==> src/inc/twmds_pkg.sv <==
package twmds_pkg;

  // Time base and SCL-low timeout
  localparam int unsigned CLK_HZ         = 25_000_000;
  localparam int unsigned TIMEOUT_MS     = 30;
  localparam int unsigned TIMEOUT_CYCLES = CLK_HZ / 1000 * TIMEOUT_MS;

  // Address decode: seven-bit address is {ADDR_BASE, variant}
  localparam logic [3:0] ADDR_BASE     = 4'he;
  localparam logic [7:0] BCAST_WR_ADDR = 8'h00;
  localparam logic [7:0] BCAST_RD_ADDR = 8'h01;
  localparam logic [7:0] GC_RESET_CMD  = 8'h06;

  // Bit counter positions within one byte frame
  localparam logic [3:0] BIT_ACK = 4'h8;
  localparam logic [3:0] BIT_END = 4'h9;

  // Devices per bus, register file defaults
  localparam int unsigned MAX_DEVICES = 8;
  localparam int unsigned NREG_DEF    = 4;
  localparam logic [7:0]  REG_RESET   = 8'h00;
  localparam logic [3:0]  SLOT_LAST   = 4'h8;

  // Synchronised bus levels and conditions
  typedef struct packed {
    logic scl;
    logic sda;
    logic sclRise;
    logic sclFall;
    logic start;
    logic stop;
  } twmds_bus_t;

  typedef enum logic [7:0] {
    S_IDLE  = 8'h01,
    S_ADDR  = 8'h02,
    S_PTR   = 8'h04,
    S_GCALL = 8'h08,
    S_WDATA = 8'h10,
    S_READ  = 8'h20,
    S_MREAD = 8'h40,
    S_HOLD  = 8'h80
  } twmds_state_t;

endpackage

==> src/hdl/twmds_line_sync.sv <==
`timescale 1ns/1ns
module twmds_line_sync (
  input  wire logic                 clk,
  input  wire logic                 reset_n,
  input  wire logic                 sclPin,
  input  wire logic                 sdaPin,
  output twmds_pkg::twmds_bus_t     bus
);

  logic sclM_q;
  logic sclS_q;
  logic sclP_q;
  logic sdaM_q;
  logic sdaS_q;
  logic sdaP_q;

  // Two-flop synchronisers, then one delayed copy for edges; idle bus is high
  // idle bus high
  always_ff @(posedge clk or negedge reset_n) begin
    if (!reset_n) begin
      sclM_q <= 1'b1;
      sclS_q <= 1'b1;
      sclP_q <= 1'b1;
      sdaM_q <= 1'b1;
      sdaS_q <= 1'b1;
      sdaP_q <= 1'b1;
    end else begin
      sclM_q <= sclPin;
      sclS_q <= sclM_q;
      sclP_q <= sclS_q;
      sdaM_q <= sdaPin;
      sdaS_q <= sdaM_q;
      sdaP_q <= sdaS_q;
    end
  end

  // Conditions only qualified with SCL high on both samples
  always_comb begin
    bus.scl     = sclS_q;
    bus.sda     = sdaS_q;
    bus.sclRise = sclS_q & ~sclP_q;
    bus.sclFall = ~sclS_q & sclP_q;
    bus.start   = sclS_q & sclP_q & sdaP_q & ~sdaS_q;
    bus.stop    = sclS_q & sclP_q & ~sdaP_q & sdaS_q;
  end

endmodule

==> src/hdl/twmds_slave.sv <==
`timescale 1ns/1ns
// What this block does
// - Reset interface after SCL low 30 ms
// - On timeout release SDA, await START
// - Decode 00000000 and 00000001 broadcast addresses
// - Acknowledge broadcast address, then run transaction
// - Acknowledge broadcast pointer byte, latch it unless it is the 00000110 reset command
// - Store and acknowledge broadcast data byte
// - Drive read byte only in own slot
// - Not-acknowledge stops all later slot driving
// - Eight devices maximum, distinct variants
// - Both lines high means bus idle
// - SDA fall with SCL high is START
// - SDA rise with SCL high is STOP
// - Repeated START or STOP ends transfer
// - No byte count limit per transfer
// - Receiver holds SDA low through ninth pulse, except for bytes after the reset command
// - Own address 1110 plus variant bits
// - First written byte is kept pointer
module twmds_slave #(
  parameter int unsigned VARIANT     = 0,
  parameter int unsigned NREG        = twmds_pkg::NREG_DEF,
  parameter int unsigned TIMEOUT_CYC = twmds_pkg::TIMEOUT_CYCLES
) (
  input  wire logic       clk,
  input  wire logic       reset_n,
  input  wire logic       sclIn,
  input  wire logic       sdaIn,
  output logic            sdaOut,
  output logic            sdaOe,
  output logic            regWrStrobe,
  output logic [7:0]      regWrAddr,
  output logic [7:0]      regWrData,
  output logic            gcResetPulse
);

  localparam int unsigned IW = (NREG > 1) ? $clog2(NREG) : 1;
  localparam int unsigned TW = $clog2(TIMEOUT_CYC + 1);
  localparam logic [TW-1:0] TOUT_MAX = TW'(TIMEOUT_CYC);
  localparam logic [7:0] OWN_WR = {twmds_pkg::ADDR_BASE, 3'(VARIANT), 1'b0};
  localparam logic [7:0] OWN_RD = {twmds_pkg::ADDR_BASE, 3'(VARIANT), 1'b1};
  localparam logic [3:0] MY_SLOT = 4'(VARIANT);

  if (VARIANT >= twmds_pkg::MAX_DEVICES || NREG < 2 || NREG > 256 || TIMEOUT_CYC < 2) begin
    $error("twmds_slave: unsupported parameter value");
  end

  twmds_pkg::twmds_bus_t  ev;
  twmds_pkg::twmds_state_t state_q;
  logic [3:0]             bitCnt_q;
  logic [7:0]             shift_q;
  logic [7:0]             ptr_q;
  logic [7:0]             txByte_q;
  logic [3:0]             slot_q;
  logic                   ackDrive_q;
  logic                   txDrive_q;
  logic [TW-1:0]          toutCnt_q;
  logic [7:0]             regs_q [NREG];
  logic                   toutHit;
  logic                   byteDone;
  logic                   ackRise;
  logic                   ackEnd;
  logic                   txMode;
  logic                   txActive;
  logic                   masterNack;

  twmds_line_sync u_sync (
    .clk     (clk),
    .reset_n (reset_n),
    .sclPin  (sclIn),
    .sdaPin  (sdaIn),
    .bus     (ev)
  );

  // Register read with out-of-range pointers returning zero
  // Nine-bit compare so a full 256-entry file is still reachable
  function automatic logic [7:0] rdByte(input logic [7:0] p);
    if (9'(p) < 9'(NREG))
      return regs_q[p[IW-1:0]];
    return 8'h00;
  endfunction

  // Frame strobes derived from the bit counter
  assign byteDone   = ev.sclFall && bitCnt_q == twmds_pkg::BIT_ACK;
  assign ackRise    = ev.sclRise && bitCnt_q == twmds_pkg::BIT_ACK;
  assign ackEnd     = ev.sclFall && bitCnt_q == twmds_pkg::BIT_END;
  assign txMode     = state_q == twmds_pkg::S_READ || state_q == twmds_pkg::S_MREAD;
  assign txActive   = state_q == twmds_pkg::S_READ ||
                      (state_q == twmds_pkg::S_MREAD && slot_q == MY_SLOT);
  assign masterNack = ackRise && txMode && ev.sda;
  // Open drain: only ever pulls low
  assign sdaOut     = 1'b0;
  assign sdaOe      = ackDrive_q | txDrive_q;

  // counter clears on any SCL high, so a 1 kHz SCL never trips it
  always_ff @(posedge clk or negedge reset_n) begin
    if (!reset_n)
      toutCnt_q <= '0;
    else if (ev.scl)
      toutCnt_q <= '0;
    else if (toutCnt_q != TOUT_MAX)
      toutCnt_q <= toutCnt_q + TW'(1);
  end
  assign toutHit = !ev.scl && toutCnt_q == TOUT_MAX - TW'(1);

  // Bit counter and receive shifter; bytes are MSB first
  always_ff @(posedge clk or negedge reset_n) begin
    if (!reset_n) begin
      bitCnt_q <= 4'h0;
      shift_q  <= 8'h00;
    end else if (ev.start || ev.stop || toutHit) begin
      bitCnt_q <= 4'h0;
    end else if (ev.sclRise && bitCnt_q < twmds_pkg::BIT_ACK) begin
      shift_q  <= {shift_q[6:0], ev.sda};
      bitCnt_q <= bitCnt_q + 4'h1;
    end else if (ackRise) begin
      bitCnt_q <= twmds_pkg::BIT_END;
    end else if (ackEnd) begin
      bitCnt_q <= 4'h0;
    end
  end

  // Transaction sequencer
  always_ff @(posedge clk or negedge reset_n) begin
    if (!reset_n) begin
      state_q <= twmds_pkg::S_IDLE;
    end else if (toutHit) begin
      state_q <= twmds_pkg::S_IDLE;
    end else if (ev.stop) begin
      state_q <= twmds_pkg::S_IDLE;
    end else if (ev.start) begin
      state_q <= twmds_pkg::S_ADDR;
    end else if (masterNack) begin
      state_q <= twmds_pkg::S_IDLE;
    end else if (byteDone) begin
      case (state_q)
        twmds_pkg::S_ADDR: begin
          if (shift_q == OWN_WR)
            state_q <= twmds_pkg::S_PTR;
          else if (shift_q == OWN_RD)
            state_q <= twmds_pkg::S_READ;
          else if (shift_q == twmds_pkg::BCAST_WR_ADDR)
            state_q <= twmds_pkg::S_GCALL;
          else if (shift_q == twmds_pkg::BCAST_RD_ADDR)
            state_q <= twmds_pkg::S_MREAD;
          else
            state_q <= twmds_pkg::S_IDLE;
        end
        twmds_pkg::S_PTR: state_q <= twmds_pkg::S_WDATA;
        twmds_pkg::S_GCALL: begin
          if (shift_q == twmds_pkg::GC_RESET_CMD)
            state_q <= twmds_pkg::S_HOLD;
          else
            state_q <= twmds_pkg::S_WDATA;
        end
        default: state_q <= state_q;
      endcase
    end
  end

  // Pointer and read slot tracking
  always_ff @(posedge clk or negedge reset_n) begin
    if (!reset_n) begin
      ptr_q  <= 8'h00;
      slot_q <= 4'h0;
    end else if (byteDone && state_q == twmds_pkg::S_ADDR) begin
      slot_q <= 4'h0;
    end else if (byteDone && (state_q == twmds_pkg::S_PTR ||
                 (state_q == twmds_pkg::S_GCALL && shift_q != twmds_pkg::GC_RESET_CMD))) begin
      ptr_q <= shift_q;
    // dummy slots still advance; own address ack is no slot
    end else if (ackRise && state_q == twmds_pkg::S_MREAD && !ev.sda && !ackDrive_q &&
                 slot_q != twmds_pkg::SLOT_LAST) begin
      slot_q <= slot_q + 4'h1;
    end
  end

  // Register file; pointer does not advance, extra bytes rewrite it
  // no byte count limit
  always_ff @(posedge clk or negedge reset_n) begin
    if (!reset_n) begin
      for (int i = 0; i < NREG; i++)
        regs_q[i] <= twmds_pkg::REG_RESET;
      regWrStrobe  <= 1'b0;
      regWrAddr    <= 8'h00;
      regWrData    <= 8'h00;
      gcResetPulse <= 1'b0;
    end else begin
      regWrStrobe  <= 1'b0;
      gcResetPulse <= 1'b0;
      if (byteDone && state_q == twmds_pkg::S_WDATA) begin
        if (9'(ptr_q) < 9'(NREG))
          regs_q[ptr_q[IW-1:0]] <= shift_q;
        regWrStrobe <= 1'b1;
        regWrAddr   <= ptr_q;
        regWrData   <= shift_q;
      end else if (byteDone && state_q == twmds_pkg::S_GCALL &&
                   shift_q == twmds_pkg::GC_RESET_CMD) begin
        for (int i = 0; i < NREG; i++)
          regs_q[i] <= twmds_pkg::REG_RESET;
        gcResetPulse <= 1'b1;
      end
    end
  end

  // Acknowledge drive for every received byte while addressed, except bytes after the reset command (S_HOLD)
  // low through ninth pulse
  always_ff @(posedge clk or negedge reset_n) begin
    if (!reset_n)
      ackDrive_q <= 1'b0;
    else if (toutHit || ev.start || ev.stop || ackEnd)
      ackDrive_q <= 1'b0;
    else if (byteDone) begin
      case (state_q)
        twmds_pkg::S_ADDR:
          ackDrive_q <= shift_q == OWN_WR || shift_q == OWN_RD ||
                        shift_q == twmds_pkg::BCAST_WR_ADDR ||
                        shift_q == twmds_pkg::BCAST_RD_ADDR;
        twmds_pkg::S_PTR,
        twmds_pkg::S_GCALL,
        twmds_pkg::S_WDATA: ackDrive_q <= 1'b1;
        default: ackDrive_q <= 1'b0;
      endcase
    end
  end

  // Transmit byte loaded on address and after each acked byte
  always_ff @(posedge clk or negedge reset_n) begin
    if (!reset_n)
      txByte_q <= 8'h00;
    else if ((byteDone && state_q == twmds_pkg::S_ADDR) || (ackRise && txMode))
      txByte_q <= rdByte(ptr_q);
  end

  // Data bits change only while SCL is low
  // drive only own slot
  always_ff @(posedge clk or negedge reset_n) begin
    if (!reset_n)
      txDrive_q <= 1'b0;
    else if (toutHit || ev.start || ev.stop || masterNack)
      txDrive_q <= 1'b0;
    else if (ackEnd)
      txDrive_q <= txActive && !txByte_q[7];
    else if (ev.sclFall && bitCnt_q != 4'h0 && bitCnt_q < twmds_pkg::BIT_ACK)
      txDrive_q <= txActive && !txByte_q[3'(4'h7 - bitCnt_q)];
    else if (byteDone)
      txDrive_q <= 1'b0;
  end
endmodule

==> config.mk <==
export PLATFORM = sky130hd
export DESIGN_NAME = twmds_slave
export DESIGN_NICKNAME = d
export VERILOG_FILES = /design/src/inc/twmds_pkg.sv /design/src/hdl/twmds_line_sync.sv /design/src/hdl/twmds_slave.sv
export SDC_FILE = /design/constraint.sdc
export NUM_CORES = 1
export LEC_CHECK = 0
export ABC_AREA = 0
export BUFFER_PORTS_ARGS = -buffer_cell sky130_fd_sc_hd__buf_2
export CAP_MARGIN = 10
export CORE_AREA = 2 2 106 108
export CTS_CLUSTER_DIAMETER = 30
export CTS_CLUSTER_SIZE = 8
export DETAILED_ROUTE_END_ITERATION = 8
export DIE_AREA = 0 0 108 110
export PLACE_DENSITY = 0.72
export SYNTH_ARGS = -nofsm -noshare
export SYNTH_HDL_FRONTEND = slang
export SYNTH_HIERARCHICAL = 1
export SYNTH_SLANG_ARGS = --single-unit
export TNS_END_PERCENT = 1
==> constraint.sdc <==
create_clock -name clk -period 3.7 [get_ports clk]
set_input_delay 0.37 -clock clk [delete_from_list [all_inputs] [get_ports clk]]
set_output_delay 0.37 -clock clk [all_outputs]
set_load 0.005 [all_outputs]
==> After elaboration in Yosys (flattened, before gate mapping) <==
Cells that the tools add are included.
Widths: inputs -> output; s select.
{ "word_totals": {"word_cells": 168, "ff_bits": 118, "output_inout_bits": 20, "inputBits": 4} }
{ "classes": {"add_sub_neg": 4, "n_mux": 45, "n_reduce_logical": 58, "bitwise": 15, "eq_ne": 18, "order_cmp": 5} }
{ "op_table": {"columns": ["cell", "count"], "rows": [
  ["$mux 32", 3],
  ["$mux 8", 11],
  ["$mux 20", 2],
  ["$bwmux 32", 1],
  ["$mux 4", 7],
  ["$mux 7", 4],
  ["$pmux 8 s3", 1],
  ["$logic_and 1x1->1", 23],
  ["$add 20x1->20 const B", 1],
  ["$eq 20x20->1 const B", 1],
  ["$ne 20x20->1 const B", 1],
  ["$bmux 8 s2", 1],
  ["$demux 8 s2", 1],
  ["$eq 8x3->1 const B", 2],
  ["$eq 8x8->1 const B", 2],
  ["$logic_or 1x1->1", 13],
  ["$mux 1", 12],
  ["$reduce_bool 4->1", 3],
  ["$reduce_and 2->1", 5],
  ["$add 4x1->4 const B", 2],
  ["$eq 4x4->1 const B", 2],
  ["$eq 8x1->1 const B", 1],
  ["$eq 8x2->1 const B", 1],
  ["$eq 8x4->1 const B", 1],
  ["other kinds (25)", 44]
]} }

==> Depth between registers and ports, before layout <==
{ "logic_depth": {"word_depth": 11, "mapped_depth": 8, "mapped_depth_nobuf": 7} }

==> Hierarchy <==
Netlist, hierarchy kept.
{ "modules_own_cells": {"columns": ["mod", "seq_area_each_um2", "n_inst", "cells_each", "area_each_um2"], "rows": [
  ["twmds_slave", 2803.9, 1, 540, 5611.6],
  ["twmds_line_sync", 157.7, 1, 12, 205.2]
]} }

==> Least setup slack after synthesis <==
No wires, ideal clock.
{ "synth_path": {"path_kind": "register to register", "startpoint": "register u_sync.sclS_q", "endpoint": "register txByte_q[0]", "path_buffers": 0, "slack_ns": 1.443, "stages_incl_launch_ff": 7, "required_time_ns": 3.575, "arrival_time_ns": 2.133, "setup_ns": 0.125, "period_less_slack_ns": 2.257, "cell_sequence": "dfstp_2 nor2b_1 or3b_2 nor4_4 nand2_1 nand2_2 mux2_2"} }
{ "synth_rtl": {"columns": ["element", "line", "source"], "rows": [
  ["from (decl)", "twmds_line_sync.sv:11", "logic sclS_q;"],
  ["from (signal assigned)", "twmds_line_sync.sv:29", "sclS_q <= sclM_q;"],
  ["to (signal assigned)", "twmds_slave.sv:232", "txByte_q <= rdByte(ptr_q);"],
  ["to (decl)", "twmds_slave.sv:53", "logic [7:0] txByte_q;"]
]} }

==> results.md <==
Clock network:
- The count of buffers added by post-CTS timing repair for setup is 0.
- Clock-pin slew was measured on the worst setup and hold paths at 60 ps.
- The number of clock sinks is 118.
- The number of hold buffers added after CTS was 2.
- The number of clock buffers added by TritonCTS is 17.
- No sink is reached through more buffers than the 2 on the longest clock path.
- The number of gates resized after cts is 0.
- The root buffer cell is sky130_fd_sc_hd__clkbuf_8.
- The depth of the CTS H-tree is 4.
- The later pin in the worst-skew pair is clocked with a latency of 530 ps.
- TritonCTS built the clock tree.

Timing:
- The worst max-slew margin expressed relative to the limit is 35.83%.
- The max-slew violation total from the final report is 0.
- Final hold analysis gives a worst-case slack of -27.30 ps.
- Setup repair after global routing left no endpoint under its margin.
- The number of endpoints with negative hold slack in the final report is 10.
- The least setup slack across all paths after layout is 886.6 ps.
- The setup clock skew after layout is 7.647 ps.
- Static timing analysis puts the maximum clock frequency at 355.4 MHz.
- The slew at the pin with the worst max-slew slack is 954.6 ps.
- The post-route setup TNS is 0 ps.
- Setup violations remaining at the end of the flow were counted as 0.
- The part of the cycle the worst path needs is 76.04%.
- The shortest period the worst path allows is 2813 ps.

Routing:
- For this run, design rule violations remaining after detail routing come to 0.
- Across all layers, the routed design uses 4190 vias.
- Wires add up to 12.60 mm.
- After the first detailed-routing iteration, the DRC count stood at 302.
- The detail route stage leaves a number of antenna-violating nets equal to 0.
- The via density per instance is 5.819.
- The number of detailed-routing iterations run before antenna repair is 5.
- The routed length per placed instance is 17.49 um.

Finish:
- The non-filler instance count after layout is 720.
- The fraction of final layout cells sized beyond drive strength 1 is 22.24%.
- The final layout contains 578 nets.
- The number of antenna diodes is 0.
- The area added between synthesis and finish is 12.00%.

Global routing:
- The total track usage is 23.42%.
- The initial antenna violation count is 0.
- The first global-routing pass estimated 20.93 mm of wire.
- Global routing consumed, on the met3 layer, 7.231% of the routing resources.
- Global routing used 29.75% of the available met1 tracks.
- After global routing, the most crowded layer is met2.
- The residual overflow from global routing is 0.
- The met2 track utilization from global routing is 36.70%.
- The via count of the first global-routing pass is 4157.
- The maximum number of pins on one net before global-route repair is 77.

Logic synthesis:
- After Yosys synthesis, and, or, nand and nor cells account for 21.94% of the synthesized area.
- The compound-gate portion of the synthesized area is 6.690%.
- After synthesis, flip-flops and latches occupy 50.91% of the total area.
- The top flip-flop cell by instance count after synthesis is sky130_fd_sc_hd__dfrtp_1.
- The xor and xnor fraction of the mapped netlist area is 3.313%.
- The post-synthesis mux area share is 11.53%.
- The synthesized cell area is 5817 um^2.
- When the netlist entered floorplanning its net count stood at 563.
- The adder-cell area share of the yosys netlist is 1.506%.
- The dominant combinational cell family by area after synthesis is simple AND/OR/NAND/NOR gates.
- In the synthesized netlist, the cells that appear most often are sky130_fd_sc_hd__dfrtp_1, sky130_fd_sc_hd__nand2_1, sky130_fd_sc_hd__mux2_2, sky130_fd_sc_hd__nor2_1, sky130_fd_sc_hd__o21ai_0.
- The gate count after technology mapping is 552.
- The number of synthesized register bits is 118.
- After synthesis, the share of flip-flops with an asynchronous set or reset is 100.0%.
- The Yosys warning count is 6.
- In this run the biggest area consumer among cell types represents 47.75% of the synthesized area.
- In the post-synthesis netlist, the biggest area contributors are sky130_fd_sc_hd__dfrtp_1, sky130_fd_sc_hd__mux2_2, sky130_fd_sc_hd__nand2_1.
- The largest total area in the synthesized netlist belongs to sky130_fd_sc_hd__dfrtp_1.
- The number of enable-type register cells in the synthesized netlist is 0.
- By instance count, the leading cell after synthesis is sky130_fd_sc_hd__dfrtp_1.
- In this run, distinct cell masters in the synthesized netlist total 63.
- The post-synthesis average cell area is 10.54 um^2.

Power and ir drop:
- The worst supply voltage drop on vdd is 0.0004899 V.
- In this run the static leakage power is 0.002933 uW.
- Power spread over the standard cell area amounts to 505.8 nW/um^2.

Setup path:
- In this run the critical register-to-register path is captured at txByte_q[2].
- Across all register-to-register paths, the minimum setup slack is 890 ps.
- The worst register-to-register path has a depth of 6.
- The worst path required time is 4110 ps.
- The critical path starts at u_sync/sclS_q.
- By startpoint and endpoint, the worst setup path is classified as reg -> reg.
- In this run the worst setup path terminates at txByte_q[2].
- Of all nets on the critical path, the largest fanout is 26.
- The kind of launch point of the worst setup path is a register.
- STA classifies the critical path endpoint as a register.
- For the worst setup path, the data arrival time is 3230 ps.
- In this run the critical register-to-register path is launched from u_sync/sclS_q.

Flow run:
- The tool flagged a number of max-cap violations equal to 0.

Run status:
- The flow ran to the end, but the final reports show violations.
- The final reports fail on hold timing.

Floorplanning:
- The I/O pin count is 24.
- Once the floorplan was initialized, standard cells occupied 54.37% of the core.
- The core region area is 10700 um^2.
- From bottom edge to top edge, the die measures 110 um.
- The cell row count is 38.
- The total die area is 11880 um^2.
- Measured along the x axis, the die boundary spans 108 um.

Place:
- Routability-driven placement finished with a final weighted congestion of 0.8593.
- The count of buffers added on input and output ports is 22.
- Timing analysis after detailed placement gives a worst setup slack of 913.1 ps.
- Once detailed placement completed, the half-perimeter wirelength came to 8.290 mm.
- The total placed cells including tap cells is 686.

Worst hold path:
- The class of the tightest hold or removal check is in -> async.
[worst min-delay path by stage]
stage / from / depth (start not counted) / end / slack, ps
6_report: reset_n / 1 / toutCnt_q[8] / -30
5_1_grt: reset_n / 1 / toutCnt_q[8] / 60
4_1_cts: reset_n / 1 / toutCnt_q[6] / 20
3_5_place_dp: u_sync/sdaM_q / 0 / u_sync/sdaS_q / 350
3_3_place_gp: u_sync/sdaM_q / 0 / u_sync/sdaS_q / 350
2_1_floorplan: reset_n / 0 / ackDrive_q / 70
[logic make-up after synthesis]
| group | after synthesis |
|---|---|
| other | 1 |
| AOI/OAI and AO/OA | 67 |
| DFF | 118 |
| xor gates and xnor gates | 22 |
| buffers and inverters | 45 |
| and+or+nand+nor | 240 |
| adders and majority gates | 7 |
| muxes | 52 |
[critical path: stages, from the launching register on]
cell and delay [ps]:
sky130_fd_sc_hd__dfstp_2 810, sky130_fd_sc_hd__nor2b_1 340, sky130_fd_sc_hd__or3b_2 520, sky130_fd_sc_hd__nor4_4 360, sky130_fd_sc_hd__nand2_1 110, sky130_fd_sc_hd__nand2_2 190
sky130_fd_sc_hd__mux2_2 370
[sequential cells by signal, indices dropped and copies added, names as in the netlist, 4 cells and up]
| signal | cells |
|---|---|
| bitCnt_q | 4 |
| state_q | 8 |
| ptr_q | 8 |
| regWrData | 8 |
| shift_q | 8 |
| txByte_q | 8 |
| toutCnt_q | 20 |
| regs_q | 32 |
| regWrAddr | 8 |
| slot_q | 4 |
[metal layers]
layer,up-vias,share of wire (%),wire (um)
met5,-,0,0
met4,0,3.0,383
met3,23,6.3,791
met2,127,47,5965
met1,2087,43,5455
li1,1953,-,-
[placed cells by master (no fill, tap or decap), drive strengths merged, types with 2 or more instances in the layout]
cell,Yosys,final
xor2,9,9
o21ai,41,41
nor2b,4,4
dfrtp,111,111
and3b,2,2
buf,17,25
and4b,3,3
mux2i,4,4
mux4,8,8
or3,12,12
nor3,13,13
inv,14,15
or4,6,6
clkbuf,14,21
mux2,40,40
and2,3,3
a21oi,11,11
dfstp,7,7
clkinv,0,8
nand2,86,86
ha,7,7
dlygate4sd3,0,2
nor4,11,11
nand2b,10,10
and3,15,15
a41oi,2,2
nand3,19,19
or2,2,2
xnor2,13,13
o22ai,2,2
nand4,7,7
nor2,41,41
[metrics by stage]
stage / utilization, % / area (um^2) / power (uW)
after floorplan: - / 5817 / 1702
after global placement: 55.57 / 5944 / 1780
after detailed placement: 55.57 / 5944 / 1793
after CTS: 60.90 / 6515 / 3308
after global routing: 60.90 / 6515 / 3421
final: 60.90 / 6515 / 3296
[area by class of cell]
type,count,area [um^2]
clock buffer,21,449.2
timing repair buffer,27,155.1
multi-input combinational,389,2620
sequential,118,2962
clock inverter,11,101.3
inverter,14,52.55
tap,140,175.2
fill,899,4183
[power by group]
group / switching (uW) / leakage (uW) / internal, uW
Sequential: 184 / 0.00160 / 1350
Combinational: 131 / 0.00106 / 114
Clock: 589 / 0.000272 / 926
Total: 904 / 0.00293 / 2390
Note: power is estimated with default switching activity, not from simulation.
